`src/hw/ccv_pkg.sv`:
```
// Purpose: Constants shared by the character-cell video pipeline.
// Assumes: 25 MHz dot clock, one dot per clock.
// Notes:   Offsets are AXI4-Lite byte addresses.
package ccv_pkg;
	// Line timing: 64 us line at 40 ns per clock
	localparam int LINE_TIME_NS = 64000;
	localparam int CLK_PERIOD_NS = 40;
	localparam int LINE_CYC = LINE_TIME_NS / CLK_PERIOD_NS;
	localparam int TXT_DOTS = 10;
	localparam int HI_DOTS = 16;
	localparam logic [3:0] TXT_DLAST = 4'(TXT_DOTS - 1);
	localparam logic [3:0] HI_DLAST = 4'(HI_DOTS - 1);
	localparam logic [7:0] TXT_CELLS = 8'(LINE_CYC / TXT_DOTS);
	localparam logic [7:0] HI_CELLS = 8'(LINE_CYC / HI_DOTS);
	localparam logic [7:0] TXT_COLS = 8'h50;
	localparam logic [7:0] HI_COLS = 8'h32;
	localparam logic [8:0] ACT_LINES = 9'h190;
	localparam logic [8:0] TOT_LINES = 9'h1a0;
	localparam logic [8:0] VS_FIRST = 9'h194;
	localparam logic [8:0] VS_LAST = 9'h197;
	localparam logic [7:0] HS_OFS = 8'h08;
	localparam logic [7:0] HS_W = 8'h0c;
	localparam logic [3:0] REF_PER_LINE = 4'hf;
	localparam logic [3:0] SB_SLOT = 4'h0;
	localparam logic [3:0] SB_LATCH = 4'h1;
	localparam logic [3:0] FONT_SLOT = 4'h2;
	localparam logic [3:0] FONT_LATCH = 4'h3;
	localparam logic [3:0] CPU_FIRST = 4'h3;
	localparam logic [3:0] CPU_TAIL = 4'h4;
	localparam logic [1:0] CPU_BUSY = 2'h3;
	// Screen buffer window: bits 19..13 of the processor address
	localparam logic [6:0] SB_WIN = 7'h78;
	// Screen word fields and attribute positions inside the 5-bit attribute
	localparam int PTR_W = 11;
	localparam int AT_REV = 4;
	localparam int AT_LOW = 3;
	localparam int AT_UL = 2;
	localparam int AT_ND = 1;
	localparam int FONT_UL = 15;
	localparam int SAH_BANK = 4;
	localparam int SAH_MODE = 5;
	// Register map
	localparam logic [7:0] REG_CTRL = 8'h00;
	localparam logic [7:0] REG_SAL = 8'h04;
	localparam logic [7:0] REG_SAH = 8'h08;
	localparam logic [7:0] REG_CURSOR = 8'h0c;
	localparam logic [7:0] REG_STATUS = 8'h10;
	localparam logic [5:0] CTRL_RST = 6'h07;
	localparam logic [1:0] RESP_OK = 2'h0;
	localparam logic [1:0] RESP_SLVERR = 2'h2;
endpackage : ccv_pkg

```
`src/hw/ccv_video.sv`:
```
// Purpose: Character-cell raster video pipeline with memory arbiter and
//          DRAM refresh, registers on AXI4-Lite.
// Assumes: Screen buffer and DRAM give read data in the cycle after the
//          address flop; processor port runs on i_clk.
// Notes:   Video lags the fetch by one cell; syncs are delayed to match.
//
// The AXI4-Lite interface to the registers and the address map were decided locally.
`timescale 1ns/1ps
`default_nettype none

// Function
// - Screen word bits 10..0 are a font pointer, 15..11 attributes.
// - Bit 15 reverse, 14 low intensity, 13 underline, 12 nondisplay.
// - Processor addresses 0x1000 bytes apart reach the same screen word.
// - Screen address starts at programmed word and wraps modulo 2048.
// - Font cell is 16 words, indexed by pointer and row 0..15.
// - Text mode shows low 10 font bits, LSB first as leftmost dot.
// - Text mode: font bit 15 with underline attribute whitens the line.
// - Nondisplay attribute suppresses the cell's dots.
// - High-resolution mode shifts 16 dots per cell, 50 by 25 cells.
// - High-resolution mode ignores underline, keeps other attributes.
// - Three brightness bits pick eight rising brightness levels.
// - Three contrast bits dim only low-intensity characters.
// - One display access per cell; processor waits off the slot.
// - Screen word latched; attributes delayed to align with video.
// - Font address from pointer, row and bank; top address bit picks bank.
// - Font word loads a 16-bit shifter, 10 or 16 dots out.
// - Video mixes dots, attributes and cursor, sent with syncs.
// - Retrace slots drive 8-bit refresh counter, column strobe off.
// - Counter advances per refresh; 15 refreshes each 64 us line.
// - Video and cursor only while the display window is active.
// - Bank select 0 starts fonts at zero, 1 at word 0x8000 (o_ram_addr bit 15).
module ccv_video (
	input  wire logic        i_clk,
	input  wire logic        i_resetn,
	input  wire logic [7:0]  i_axi_awaddr,
	input  wire logic        i_axi_awvalid,
	output var  logic        o_axi_awready,
	input  wire logic [31:0] i_axi_wdata,
	input  wire logic [3:0]  i_axi_wstrb,
	input  wire logic        i_axi_wvalid,
	output var  logic        o_axi_wready,
	output var  logic [1:0]  o_axi_bresp,
	output var  logic        o_axi_bvalid,
	input  wire logic        i_axi_bready,
	input  wire logic [7:0]  i_axi_araddr,
	input  wire logic        i_axi_arvalid,
	output var  logic        o_axi_arready,
	output var  logic [31:0] o_axi_rdata,
	output var  logic [1:0]  o_axi_rresp,
	output var  logic        o_axi_rvalid,
	input  wire logic        i_axi_rready,
	output var  logic [10:0] o_screen_word_addr,
	output var  logic        o_sb_rd,
	input  wire logic [15:0] i_sb_data,
	output var  logic [15:0] o_ram_addr,
	output var  logic        o_ras,
	output var  logic        o_cas,
	input  wire logic [15:0] i_ram_data,
	input  wire logic        i_cpu_req,
	input  wire logic [19:0] i_cpu_addr,
	output var  logic        o_cpu_go,
	output var  logic        o_cpu_wait,
	output var  logic        o_cpu_sb_sel,
	output var  logic [10:0] o_cpu_sb_word,
	output var  logic        o_video,
	output var  logic [5:0]  o_video_level,
	output var  logic        o_hsync,
	output var  logic        o_vsync,
	output var  logic        o_active_display_window,
	output var  logic        o_cursor_video,
	output var  logic        o_high_res_select,
	output var  logic        o_font_bank_select
);
	import ccv_pkg::*;

	typedef struct packed {
		logic [3:0]  d;
		logic [7:0]  col;
		logic [8:0]  line;
		logic [10:0] base;
		logic [10:0] sa;
		logic [15:0] word;
		logic [15:0] font;
		logic [15:0] shf;
		logic [4:0]  attr;
		logic        ulw, curh, act1, cur1, hs1, vs1, video, win, hrl;
		logic [5:0]  level;
		logic        hsync, vsync, curv;
		logic [10:0] sb_addr;
		logic        sb_rd;
		logic [15:0] ram_addr;
		logic        ras, cas;
		logic [7:0]  rcnt;
		logic [3:0]  rlin;
		logic [1:0]  cbusy;
		logic        cpu_go, cpu_wait, cpu_sb;
		logic [10:0] cpu_word;
		logic        aw_got, w_got;
		logic [7:0]  awa;
		logic [31:0] wd;
		logic [3:0]  ws;
		logic        awrdy, wrdy, bv;
		logic [1:0]  bresp;
		logic        ardy, rv;
		logic [31:0] rd;
		logic [1:0]  rresp;
		logic [5:0]  ctl;
		logic [7:0]  sal;
		logic [5:0]  sah;
		logic [10:0] cur;
	} ccv_st_s;

	localparam ccv_st_s ST_RST = '{ctl: CTRL_RST, default: '0};

	ccv_st_s     st_reg;
	ccv_st_s     st_next;
	logic        hr, last, eol, fa, hs, ul, dv, start;
	logic [3:0]  dlast;
	logic [7:0]  cols, ctot;
	logic [5:0]  lvl;

	// Mode, cell geometry and fetch window
	always_comb begin
		hr = st_reg.hrl; // Mode taken at line end only
		dlast = hr ? HI_DLAST : TXT_DLAST;
		cols = hr ? HI_COLS : TXT_COLS;
		ctot = hr ? HI_CELLS : TXT_CELLS;
		last = (st_reg.d == dlast);
		eol = last && (st_reg.col == 8'(ctot - 8'h01));
		fa = (st_reg.col < cols) && (st_reg.line < ACT_LINES);
		hs = (st_reg.col >= 8'(cols + HS_OFS)) && (st_reg.col < 8'(cols + HS_OFS + HS_W));
		ul = st_reg.ulw && st_reg.attr[AT_UL] && !hr;
		dv = (st_reg.shf[0] | ul) & ~st_reg.attr[AT_ND];
		dv = dv ^ st_reg.attr[AT_REV];
		dv = (dv | st_reg.cur1) & st_reg.act1;
		lvl = {st_reg.ctl[2:0], 3'h7};
		if (st_reg.attr[AT_LOW]) begin
			lvl = 6'(lvl - {3'h0, st_reg.ctl[5:3]});
		end
		start = i_cpu_req && (st_reg.cbusy == 2'h0) && (st_reg.d >= CPU_FIRST)
			&& (st_reg.d <= 4'(dlast - CPU_TAIL));
	end

	// Next state of the whole block
	always_comb begin
		st_next = st_reg;
		// Dot, cell and line counters
		st_next.d = last ? 4'h0 : 4'(st_reg.d + 4'h1);
		if (last) begin
			st_next.col = eol ? 8'h00 : 8'(st_reg.col + 8'h01);
		end
		// Screen buffer read slot, circular address
		st_next.sb_rd = 1'b0;
		if (st_reg.d == SB_SLOT && fa) begin
			st_next.sb_addr = st_reg.sa;
			st_next.sb_rd = 1'b1;
			st_next.sa = 11'(st_reg.sa + 11'h001);
			st_next.curh = (st_reg.sa == st_reg.cur);
		end
		if (st_reg.d == SB_LATCH && st_reg.sb_rd) begin
			st_next.word = i_sb_data;
		end
		// DRAM slot: font fetch in display, refresh in retrace
		st_next.ras = 1'b0;
		st_next.cas = 1'b0;
		if (st_reg.d == FONT_SLOT) begin
			if (fa) begin
				st_next.ram_addr = {st_reg.sah[SAH_BANK], st_reg.word[PTR_W-1:0],
					st_reg.line[3:0]};
				st_next.ras = 1'b1;
				st_next.cas = 1'b1;
			end else if (st_reg.rlin < REF_PER_LINE) begin
				st_next.ram_addr = {8'h00, st_reg.rcnt};
				st_next.ras = 1'b1;
				st_next.rcnt = 8'(st_reg.rcnt + 8'h01);
				st_next.rlin = 4'(st_reg.rlin + 4'h1);
			end
		end
		if (st_reg.d == FONT_LATCH && st_reg.cas) begin
			st_next.font = i_ram_data;
		end
		// Cell boundary: reload shifter, pass attributes and flags
		if (last) begin
			st_next.shf = st_reg.font;
			st_next.attr = st_reg.word[15:11];
			st_next.ulw = st_reg.font[FONT_UL];
			st_next.act1 = fa;
			st_next.cur1 = st_reg.curh && fa;
			st_next.hs1 = hs;
			st_next.vs1 = (st_reg.line >= VS_FIRST) && (st_reg.line <= VS_LAST);
		end else begin
			st_next.shf = {1'b0, st_reg.shf[15:1]};
		end
		// Line end: row base, frame restart
		if (eol) begin
			st_next.rlin = 4'h0;
			st_next.hrl = st_reg.sah[SAH_MODE];
			if (st_reg.line == 9'(TOT_LINES - 9'h001)) begin
				st_next.line = 9'h000;
				st_next.base = {st_reg.sah[2:0], st_reg.sal};
				st_next.sa = {st_reg.sah[2:0], st_reg.sal};
			end else begin
				st_next.line = 9'(st_reg.line + 9'h001);
				if (st_reg.line[3:0] == 4'hf) begin
					st_next.base = st_reg.sa;
				end else begin
					st_next.sa = st_reg.base;
				end
			end
		end
		// Video mix and intensity
		st_next.video = dv;
		st_next.level = dv ? lvl : 6'h00;
		st_next.hsync = st_reg.hs1;
		st_next.vsync = st_reg.vs1;
		st_next.curv = st_reg.cur1 && st_reg.act1;
		st_next.win = st_reg.act1; // Window aligned with video
		// Processor arbiter
		st_next.cpu_go = start;
		st_next.cpu_wait = i_cpu_req && !start;
		if (start) begin
			st_next.cbusy = CPU_BUSY;
			st_next.cpu_sb = (i_cpu_addr[19:13] == SB_WIN);
			st_next.cpu_word = i_cpu_addr[11:1];
		end else if (st_reg.cbusy != 2'h0) begin
			st_next.cbusy = 2'(st_reg.cbusy - 2'h1);
		end
		// AXI write channels, either order
		if (i_axi_awvalid && st_reg.awrdy) begin
			st_next.aw_got = 1'b1;
			st_next.awa = i_axi_awaddr;
		end
		if (i_axi_wvalid && st_reg.wrdy) begin
			st_next.w_got = 1'b1;
			st_next.wd = i_axi_wdata;
			st_next.ws = i_axi_wstrb;
		end
		if (st_reg.bv && i_axi_bready) begin
			st_next.bv = 1'b0;
		end
		if (st_reg.aw_got && st_reg.w_got && !st_reg.bv) begin
			st_next.aw_got = 1'b0;
			st_next.w_got = 1'b0;
			st_next.bv = 1'b1;
			st_next.bresp = RESP_OK;
			unique case (st_reg.awa)
				REG_CTRL: if (st_reg.ws[0]) st_next.ctl = st_reg.wd[5:0];
				REG_SAL: if (st_reg.ws[0]) st_next.sal = st_reg.wd[7:0];
				REG_SAH: if (st_reg.ws[0]) st_next.sah = st_reg.wd[5:0];
				REG_CURSOR: begin
					if (st_reg.ws[0]) st_next.cur[7:0] = st_reg.wd[7:0];
					if (st_reg.ws[1]) st_next.cur[10:8] = st_reg.wd[10:8];
				end
				REG_STATUS: st_next.bresp = RESP_OK;
				default: st_next.bresp = RESP_SLVERR;
			endcase
		end
		st_next.awrdy = !st_next.aw_got && !st_next.bv;
		st_next.wrdy = !st_next.w_got && !st_next.bv;
		// AXI read channel
		if (st_reg.rv && i_axi_rready) begin
			st_next.rv = 1'b0;
		end
		if (i_axi_arvalid && st_reg.ardy) begin
			st_next.rv = 1'b1;
			st_next.rresp = RESP_OK;
			unique case (i_axi_araddr)
				REG_CTRL: st_next.rd = {26'h0, st_reg.ctl};
				REG_SAL: st_next.rd = {24'h0, st_reg.sal};
				REG_SAH: st_next.rd = {26'h0, st_reg.sah};
				REG_CURSOR: st_next.rd = {21'h0, st_reg.cur};
				REG_STATUS: st_next.rd = {7'h0, st_reg.act1, st_reg.rcnt, 7'h0, st_reg.line};
				default: begin
					st_next.rd = 32'h0000_0000;
					st_next.rresp = RESP_SLVERR;
				end
			endcase
		end
		st_next.ardy = !st_next.rv;
	end

	// State register
	always_ff @(posedge i_clk or negedge i_resetn) begin
		if (!i_resetn) begin
			st_reg <= ST_RST;
		end else begin
			st_reg <= st_next;
		end
	end

	// Outputs straight from the state register
	assign o_axi_awready = st_reg.awrdy;
	assign o_axi_wready = st_reg.wrdy;
	assign o_axi_bresp = st_reg.bresp;
	assign o_axi_bvalid = st_reg.bv;
	assign o_axi_arready = st_reg.ardy;
	assign o_axi_rdata = st_reg.rd;
	assign o_axi_rresp = st_reg.rresp;
	assign o_axi_rvalid = st_reg.rv;
	assign o_screen_word_addr = st_reg.sb_addr;
	assign o_sb_rd = st_reg.sb_rd;
	assign o_ram_addr = st_reg.ram_addr;
	assign o_ras = st_reg.ras;
	assign o_cas = st_reg.cas;
	assign o_cpu_go = st_reg.cpu_go;
	assign o_cpu_wait = st_reg.cpu_wait;
	assign o_cpu_sb_sel = st_reg.cpu_sb;
	assign o_cpu_sb_word = st_reg.cpu_word;
	assign o_video = st_reg.video;
	assign o_video_level = st_reg.level;
	assign o_hsync = st_reg.hsync;
	assign o_vsync = st_reg.vsync;
	assign o_active_display_window = st_reg.win;
	assign o_cursor_video = st_reg.curv;
	assign o_high_res_select = st_reg.sah[SAH_MODE];
	assign o_font_bank_select = st_reg.sah[SAH_BANK];
endmodule : ccv_video

`default_nettype wire

```
`config.mk`:
```
export PLATFORM = sky130hd
export DESIGN_NAME = ccv_video
export DESIGN_NICKNAME = d
export VERILOG_FILES = /design/src/hw/ccv_pkg.sv /design/src/hw/ccv_video.sv
export SDC_FILE = /design/constraint.sdc
export NUM_CORES = 1
export LEC_CHECK = 0
export ABC_AREA = 0
export BUFFER_PORTS_ARGS = -buffer_cell sky130_fd_sc_hd__buf_2
export CORE_MARGIN = 8
export CORE_UTILIZATION = 46
export CTS_CLUSTER_SIZE = 10
export DETAILED_ROUTE_END_ITERATION = 12
export GPL_ROUTABILITY_DRIVEN = 1
export GPL_TIMING_DRIVEN = 0
export PLACE_DENSITY_LB_ADDON = 0.1
export SYNTH_ARGS = -nofsm -noshare
export SYNTH_HDL_FRONTEND = slang
export SYNTH_SLANG_ARGS = --single-unit
```
`constraint.sdc`:
```
create_clock -name i_clk -period 2.8 [get_ports i_clk]
set_input_delay 0 -clock i_clk [delete_from_list [all_inputs] [get_ports i_clk]]
set_output_delay 0 -clock i_clk [all_outputs]
set_load 0.03 [all_outputs]
```
# --- After elaboration in Yosys (flattened, before gate mapping) ---
# Cells that the tools add are included.
classes:
  add_sub_neg: 12
  order_cmp: 9
  n_eq_ne: 18
  mux: 33
  bitwise_logic: 7
  reduce_logical: 52
op_table:
  columns: ["op", "n"]
  rows:
  - ["$pmux W25 S5", 1]
  - ["$mux W11", 4]
  - ["$mux W35", 1]
  - ["$mux W17", 2]
  - ["$eq A8 B4 Y1 const B", 4]
  - ["$mux W31", 1]
  - ["$logic_and A1 B1 Y1", 24]
  - ["$mux W12", 2]
  - ["$reduce_and A3 Y1", 7]
  - ["$add A8 B1 Y8 const B", 2]
  - ["$eq A8 B3 Y1 const B", 2]
  - ["$eq A8 B5 Y1 const B", 2]
  - ["$logic_not A8 Y1", 2]
  - ["$mux W16", 1]
  - ["$mux W8", 2]
  - ["$mux W14", 1]
  - ["$mux W6", 2]
  - ["$reduce_bool A2 Y1", 6]
  - ["$add A11 B1 Y11 const B", 1]
  - ["$eq A11 B11 Y1", 1]
  - ["$mux W2", 5]
  - ["$reduce_or A5 Y1", 2]
  - ["$add A9 B1 Y9 const B", 1]
  - ["$eq A9 B9 Y1 const B", 1]
  - ["other kinds (35)", 54]
word_totals:
  register_bits: 267
  input_bits: 112
  elab_cells: 183

# --- Logic depth before layout (Yosys ltp) ---
# Gate-level depths: netlist (run 1).
depth:
  depth_word: 8
  ltp_mapped: 9
  ltp_nobuf: 7

# --- Worst setup path after synthesis (run 1) ---
# Ideal clock, no wire load.
synth_path:
  kind: "register -> register"
  startpoint: "register st_reg (netlist bit o_axi_bvalid)"
  endpoint: "register st_reg[17] (netlist name)"
  t_arrival_ps: 2237
  setup_slack_ps: 439
  path_stages_with_launch: 7
  path_buffers: 1
  period_less_slack_ps: 2361
  cell_sequence: "dfrtp_1 -> inv_1 -> nand3_1 -> or4b_1 -> clkbuf_1 -> nor3b_2 -> mux2_2"
synth_via:
  elab_chain_len: 3
synth_rtl:
  columns: ["element", "line_no", "source"]
  rows:
  - ["start: declaration", "ccv_video.sv:116", "ccv_st_s st_reg;"]
  - ["start signal: assignment", "ccv_video.sv:288", "st_reg <= st_next;"]
  - ["$logic_not A1 Y1", "ccv_video.sv:242", "if (st_reg.aw_got && st_reg.w_got && !st_reg.bv) begin"]
  - ["$logic_and A1 B1 Y1", "ccv_video.sv:242", null]
  - ["$reduce_and A3 Y1 (no line)", null, null]
# Every way passes these cells.
# A chain may end at the register's enable or synchronous reset.

# --- Final worst setup path (run 1) ---
layout_path:
  startpoint: "register st_reg[269] (netlist name)"
  endpoint: "register st_reg[274] (netlist name)"
layout_via:
  elab_chain_len: 2
  word_cells_on_any_way: 3
  classes_between: "add/sub: 1; eq/ne: 1; mux: 1"
layout_rtl:
  columns: ["element", "line_no", "source"]
  rows:
  - ["$add A9 B1 Y9 or $eq A9 B9 Y1 (tied branches)", "ccv_video.sv:204, ccv_video.sv:199", null]
  - ["$mux W31 (*)", "ccv_video.sv:199", "if (st_reg.line == 9'(TOT_LINES - 9'h001)) begin"]
# Every way passes the cells marked *; elsewhere a longest branch is shown, timed or not.

==> out/qor.csv, run 1 <==
stage;metric;value;unit
status;status;completed;
critical_path;CP startpoint;st_reg[269]$_DFFE_PN0N_;
timing;Min Hold Slack;0.0149;ns
clock_tree;clk slew on worst S/H paths;0.06;ns
synthesis;Post-synth ARST share;100;%
floorplan;Placement Rows;57;
timing;Slew Viols, Final;0;
global_routing;GRT Util Overall;18.0;%
global_routing;vias in the first global route;8570;
timing;fin crit period;2.62;ns
cells_and_area;Layout fillers;2090;
cells_and_area;Cell Count, Final, Fillers Out;1640;
critical_path;Crit-path slowest cell;clkbuf_1;
routing;ANT nets after route;0;
global_routing;total global routing overflow;0;
pwr;VDD IR max;0.547;mV
critical_path;crit path DAT;3.02;ns
timing;RSZ-0062 raised after global routing;false;
placed_design;placed cell count;1519;
clock_tree;root buffer selected by CTS;clkbuf_16;
clock_tree;CTS tree;yes;
synthesis;Synth area leaders;dfrtp_1 (54%), mux2_2 (9.9%), buf_4 (5.3%), nand2_1 (4.9%), a22o_1 (2.7%);
critical_path;crit end category;register;
critical_path;kind of critical path;reg -> reg;
pwr;Leak;7.07;nW
routing;Routed wire per std cell;16.7;um
placed_design;Port-buffer cells;168;
floorplan;Die Wd;174;um
global_routing;met3 usage;3.22;%
floorplan;Initial Utilization;47.0;%
floorplan;Placeable Area;0.0243;mm^2
critical_path;Max stage delay on crit path;0.57;ns
cells_and_area;area grow syn2layout;25.9;%
clock_tree;H-tree Lvls;1;
placed_design;placed cell areas;0.0128;mm^2
critical_path;worst r2r src;st_reg[269]$_DFFE_PN0N_;
cells_and_area;Antenna Cells;0;
timing;Worst Clk Skew;0.0182;ns
floorplan;Die H;174;um
routing;Post-Route WL;27.3;mm
global_routing;pin count of the biggest net entering global routing;115;
cells_and_area;layout cells sized above 1;31.8;%
flow_run;number of max-cap violations;0;
clock_tree;Max clock buf depth;3;
pwr;Design Power;9.25;mW
routing;via count;8166;
synthesis;register area share after synthesis;55.0;%
synthesis;EDFF count, synth;0;
synthesis;Yosys top cell area share;54.3;%
global_routing;M1 GR Usage;23.6;%
critical_path;Max FO, Critical Path;10;
synthesis;Yosys Warn Count;0;
synthesis;Post-Synthesis Cells;1012;
cells_and_area;Final Instance Area;0.0144;mm^2
synthesis;Main synth FF type;dfrtp_1;
synthesis;Cell variety after synth;61;
synthesis;register bit total from synthesis;251;
timing;Final Setup Violations;0;
routing;Via density;4.98;
cells_and_area;max reg flops;163;
critical_path;crit-path cells;ha_1, nand3_1, nor3_1, clkbuf_1, nor2_1, o21ai_0, o31ai_1;
synthesis;Synth Cell Area;0.0114;mm^2
global_routing;GR Layer Usage met2;30.4;%
synthesis;Synth Area per Inst;11.3;um^2
pwr;Power Density;643;mW/mm^2
clock_tree;CTS sink count;251;
timing;Tightest Pin Transition;0.799;ns
placed_design;DP Wirelength;19.1;mm
global_routing;initial antenna violation count;0;
floorplan;number of I/O pins;210;
floorplan;DIE AREA;0.0301;mm^2
global_routing;first-pass GRT wire length;45.2;mm
clock_tree;total CTS buffers;29;
cells_and_area;Final #Nets;1431;
critical_path;r2r setup slk;0.18;ns
placed_design;routability congestion estimate;0.831;
synthesis;Yosys top cell by area;dfrtp_1;
critical_path;CP startpoint kind;register;
timing;Max Fclk;382;MHz
timing;slew margin rel.;46.2;%
clock_tree;Clock Latency Late Sink;0.54;ns
timing;Fin. Hold Viols;0;
hold_path;Hold Path Class;in -> async;
routing;Iter 0 DRT Violations;494;
critical_path;Req. time, crit path;3.20;ns
global_routing;global route hottest layer;met2;
routing;router iterations before antenna repair;5;
timing;Final period util;93.6;%
routing;Remaining DRCs;0;
## area by class of cell
class,count,area (um^2),area share (%)
clock inverters,2,16.3,0.113
repair buffers,248,1690,11.7
well taps,324,405,2.82
flip-flops and latches,251,6280,43.7
inverters,21,78.8,0.548
clock buffers,43,778,5.41
multi-input cells,621,4310,30.0
plain buffers,130,820,5.70
## final timing paths
path                                         endpoint  depth (start not counted)
setup / recovery              st_reg[274]$_DFFE_PN0N_                          7
hold / removal              o_ram_addr[5]$_DFFE_PN0P_                          3
setup reg to reg              st_reg[274]$_DFFE_PN0N_                          7
hold reg to reg                     o_hsync$_DFF_PN0_                          0
max in group asynchronous      st_reg[73]$_DFFE_PN0P_                          3
min in group i_clk         o_axi_rdata[2]$_DFFE_PN0P_                          4
## cells in the mapped netlist, types with 2 or more instances
| cell | instances |
|---|---|
| dfrtp_1 | 248 |
| a22oi_1 | 17 |
| buf_2 | 6 |
| ha_1 | 17 |
| mux2i_1 | 13 |
| nor3b_2 | 2 |
| mux2_2 | 100 |
| nand2_1 | 148 |
| nor2b_1 | 3 |
| or4b_1 | 2 |
| inv_1 | 21 |
| clkbuf_1 | 41 |
| o2111ai_1 | 2 |
| nor3_1 | 14 |
| nor3b_1 | 3 |
| nand3b_1 | 3 |
| buf_4 | 80 |
| o21ai_0 | 33 |
| and3_1 | 14 |
| a22o_1 | 35 |
| buf_1 | 3 |
| a221o_1 | 3 |
| a21o_1 | 3 |
| buf_6 | 2 |
| nand4_1 | 13 |
| a31oi_1 | 2 |
| nor4_1 | 2 |
| and4_1 | 3 |
| nand3_1 | 12 |
| or3_1 | 13 |
| and2_1 | 11 |
| or2b_1 | 2 |
| nand4b_1 | 4 |
| a221oi_1 | 6 |
| a21oi_1 | 19 |
| o21a_1 | 2 |
| xnor2_1 | 32 |
| dfstp_2 | 3 |
| nor2_1 | 44 |
| or4_1 | 2 |
| xor2_1 | 9 |
## cells by family (layout without fill, tap and decap cells)
logic type / count (synthesis) / after routing / share of synthesized area [%]
simple gates: 301 / 301 / 12.7
flops: 251 / 251 / 55.0
buf+inv: 153 / 444 / 7.85
compound gates: 135 / 135 / 8.43
mux: 113 / 113 / 11.0
xor+xnor: 41 / 41 / 3.14
fa+ha+maj: 17 / 17 / 1.86
other cells: 1 / 14 / 0.0328
## layout by cell type (no fill, tap or decap), types with 10 or more instances in the layout
cell type / instances
mux2_2: 100
buf_4: 84
or3_1: 13
and3_1: 14
and2_1: 10
xnor2_1: 32
a22o_1: 35
clkbuf_1: 46
buf_2: 173
clkbuf_16: 29
ha_1: 17
nand3_1: 12
nand2_1: 148
o21ai_0: 33
mux2i_1: 13
a22oi_1: 17
nor2_1: 43
nand4_1: 13
nor3_1: 14
inv_1: 21
conb_1: 14
a21oi_1: 19
dfrtp_1: 248
dlygate4sd3_1: 73
## power by group
part | switching (mW) | internal, mW | total [mW]
Combinational | 0.806 | 0.780 | 1.59
Sequential | 0.337 | 4.06 | 4.40
Clock | 1.38 | 1.89 | 3.27
## critical path, delay by kind of cell, from the launching register on
kind                     cells  cell delay (ns)
AND/OR/NAND/NOR              3             0.90
adder cells (fa/ha/maj)      1             0.26
AO/OA/AOI/OAI                2             0.25
buffers and inverters        1             0.57
flip-flops                   1             0.50
## layer usage
metal | share of wire (%) | vias to the layer above | wire length, um
met2 | 48 | 161 | 13100
met3 | 4.4 | 38 | 1200
met5 | 0 | - | 0
met4 | 1.8 | 0 | 482
li1 | - | 3981 | -
met1 | 46 | 3986 | 12500
## metrics by stage
step	utilization, %	worst slack, ns	TNS [ns]
floorplan	-	0.439	0
global route	59.1	0.0381	0
global placement	52.3	-2.88	-714.88
finish	59.1	0.180	0
CTS	59.0	0.0117	0
detailed placement	52.6	-0.0670	-1.03
## what timing repair did
action	CTS	global route
hold buffers	74	0
pin swaps	1	1
setup endpoints to repair	22	53
resized for setup	1	18
setup buffers	1	3
hold endpoints to repair	320	0
Power figures use the tool's default switching activity.
==> run 2, diff against run 1 <==
--- a/config.mk
+++ b/config.mk
@@ -13,7 +13,7 @@
 export DETAILED_ROUTE_END_ITERATION = 12
 export GPL_ROUTABILITY_DRIVEN = 1
 export GPL_TIMING_DRIVEN = 0
-export PLACE_DENSITY_LB_ADDON = 0.1
+export PLACE_DENSITY = 0.76
 export SYNTH_ARGS = -nofsm -noshare
 export SYNTH_HDL_FRONTEND = slang
 export SYNTH_SLANG_ARGS = --single-unit
==> run 2 against run 1 <==
  * The run now ends with negative hold slack left
  * Sequential cell count unchanged
  * Design area up 0.14%
  * Clock power about the same
  * Power up 0.12%
  * Combinational power about the same
  * Critical path depth up 3
  * First-iteration DRC count up 54%
  * Maximum frequency down 1.9%
  * Count of clock-buffer cells in the layout down 2
  * Critical path type unchanged
==> out/qor.csv, run 2 (synthesis results as in run 1) <==
stage;metric;value;unit;change
global_routing;total global routing overflow;0;;unchanged
critical_path;crit-path cells;inv_1, ha_1, nand4b_1, o211ai_1, buf_4, a41o_1, clkbuf_1, clkbuf_2, nand2_1, nand2_1;;
global_routing;GR Layer Usage met2;31.3;%;+0.87 points
routing;Post-Route WL;27.6;mm;+1.1%
cells_and_area;layout cells sized above 1;32.0;%;+0.26 points
critical_path;r2r setup slk;0.13;ns;-0.05 ns
clock_tree;H-tree Lvls;1;;unchanged
timing;Max Fclk;374;MHz;-1.9%
critical_path;Top Family by Delay on Critical Path;buffers and inverters;;
global_routing;GRT Util Overall;18.2;%;+0.16 points
floorplan;Initial Utilization;47.0;%;unchanged
routing;ANT nets after route;0;;unchanged
critical_path;Buffers & Inverters on Critical Path;4;;+3
pwr;Comb power frac;17.3;%;about the same
timing;Min Hold Slack;-0.00223;ns;-0.0171 ns
floorplan;number of I/O pins;210;;unchanged
routing;Via density;5.14;;+3.2%
routing;Remaining DRCs;0;;unchanged
timing;Worst Clk Skew;0.00850;ns;-0.00967 ns
critical_path;kind of critical path;reg -> reg;;
global_routing;vias in the first global route;8943;;+4.4%
timing;Final period util;95.4;%;+1.8 points
cells_and_area;area grow syn2layout;26.1;%;
cells_and_area;Cell Count, Final, Fillers Out;1643;;+0.18%
placed_design;placed cell areas;0.0128;mm^2;unchanged
cells_and_area;Final Instance Area;0.0144;mm^2;+0.14%
clock_tree;CTS sink count;251;;unchanged
cells_and_area;post-layout util;59.2;%;+0.082 points
timing;Final Setup Violations;0;;unchanged
cells_and_area;commonest non-fill, non-tap cells in the layout;dfrtp_1 (248), buf_2 (173), nand2_1 (148);;
timing;Fin. Hold Viols;2;;+2
placed_design;routability congestion estimate;0.842;;+1.3%
hold_path;Hold Path Class;in -> async;;
global_routing;first-pass GRT wire length;46.1;mm;+2.0%
pwr;VDD IR max;0.550;mV;+0.46%
status;violated checks;negative hold slack;;
floorplan;Die H;174;um;unchanged
routing;Routed wire per std cell;16.8;um;+0.89%
pwr;cell-internal power;6.74;mW;+0.18%
critical_path;cell mode on critical path;nand2_1;;
timing;fin crit period;2.67;ns;+0.0514 ns
critical_path;Max FO, Critical Path;10;;unchanged
clock_tree;root buffer selected by CTS;clkbuf_16;;
timing;Tightest Pin Transition;0.764;ns;-0.0349 ns
clock_tree;total CTS buffers;29;;unchanged
critical_path;crit path DAT;3.14;ns;+0.12 ns
critical_path;CP startpoint kind;register;;
critical_path;Req. time, crit path;3.26;ns;+0.06 ns
pwr;Net Switching;2.52;mW;about the same
global_routing;initial antenna violation count;1;;+1
global_routing;M1 GR Usage;22.5;%;-1.1 points
timing;slew margin rel.;48.7;%;+2.5 points
floorplan;DIE AREA;0.0301;mm^2;unchanged
flow_run;number of max-cap violations;0;;unchanged
timing;Final WS setup;0.129;ns;-0.0514 ns
floorplan;Placement Rows;57;;unchanged
timing;Slew Viols, Final;0;;unchanged
clock_tree;Clock Latency Late Sink;0.53;ns;about the same
routing;Iter 0 DRT Violations;759;;+54%
pwr;clock power share;35.3;%;about the same
pwr;sw frac;27.2;%;-0.043 points
global_routing;pin count of the biggest net entering global routing;110;;-4.3%
critical_path;Crit-path slowest cell;dfrtp_1;;
routing;router iterations before antenna repair;5;;unchanged
pwr;Seq pwr share;47.4;%;about the same
cells_and_area;Final #Nets;1435;;+0.28%
placed_design;pre-CTS WS;-0.144;ns;-0.0775 ns
routing;via count;8440;;+3.4%
placed_design;placed cell count;1519;;unchanged
pwr;Leak;7.09;nW;+0.23%
cells_and_area;Layout fillers;1967;;-5.9%
clock_tree;CTS tree;yes;;
global_routing;global route hottest layer;met2;;
pwr;Power Density;643;mW/mm^2;about the same
cells_and_area;max reg flops;163;;unchanged
placed_design;DP Wirelength;19.2;mm;+0.62%
floorplan;Placeable Area;0.0243;mm^2;unchanged
floorplan;Die Wd;174;um;unchanged
clock_tree;clk slew on worst S/H paths;0.06;ns;about the same
critical_path;Max stage delay on crit path;0.52;ns;-0.05 ns
cells_and_area;commonest non-fill, non-tap cell in the layout;dfrtp_1;;
placed_design;Port-buffer cells;168;;unchanged
status;status;finished, violations left;;
global_routing;met3 usage;3.77;%;+0.54 points
critical_path;crit end category;register;;
clock_tree;Max clock buf depth;3;;unchanged
-- run 2: cell types whose count changed in the layout (fill, tap and decap cells not counted), sizes merged --
cell	change
buf	+2
diode	+1
-- run 2: stage by stage --
step	total power, mW	TNS, ns
after global placement	5.89	-668.15
after global routing	9.68	-0.387
final	9.26	0
after floorplan	5.45	0
after CTS	9.32	0
after detailed placement	5.97	-1.71
-- run 2: path summary, 6_finish.rpt --
kind,from,to,cells after the start
max in group asynchronous,i_resetn,st_reg[26]$_DFFE_PN1P_,3
worst max-delay path,hr$_DFFE_PN0N_,o_ram_addr[7]$_DFFE_PN0P_,10
worst min-delay path,i_resetn,st_reg[229]$_DFFE_PN0P_,2
min in group i_clk,i_axi_araddr[6],o_axi_rdata[1]$_DFFE_PN0P_,4
worst max register to register,hr$_DFFE_PN0N_,o_ram_addr[7]$_DFFE_PN0P_,10
worst min register to register,st_next[178]$_DFFE_PN0P_,o_hsync$_DFF_PN0_,0
-- run 2: power by group through the flow --
stage,Combinational (mW),Sequential (mW),Clock (mW)
after floorplan,1.07,4.38,0
after global placement,1.47,4.42,0
after detailed placement,1.52,4.44,0
after CTS,1.61,4.39,3.32
after global routing,1.74,4.45,3.48
final,1.60,4.39,3.26
-- run 2: final cells by class --
cell class	instances	area (um^2)	share of cell area, %
clock buffers	41	781	5.42
clock inverters	2	16.3	0.113
multi-input cells	621	4310	30.0
well taps	324	405	2.82
plain buffers	132	828	5.75
repair buffers	250	1690	11.7
diodes	1	2.50	0.0174
inverters	21	78.8	0.547
flip-flops and latches	251	6280	43.6
-- run 2: repair_timing --
action / CTS / global route
pin swaps: 0 / 2
buffers inserted: 3 / 4
hold buffers: 73 / 0
gates resized for setup: 5 / 13
endpoints found under the setup margin: 24 / 49
hold endpoints to repair: 320 / 0
-- run 2: routing by layer --
layer	wire length (um)	share of wire, %
met5	0	0
met4	790	2.9
met3	1560	5.6
met2	13800	50
met1	11400	41
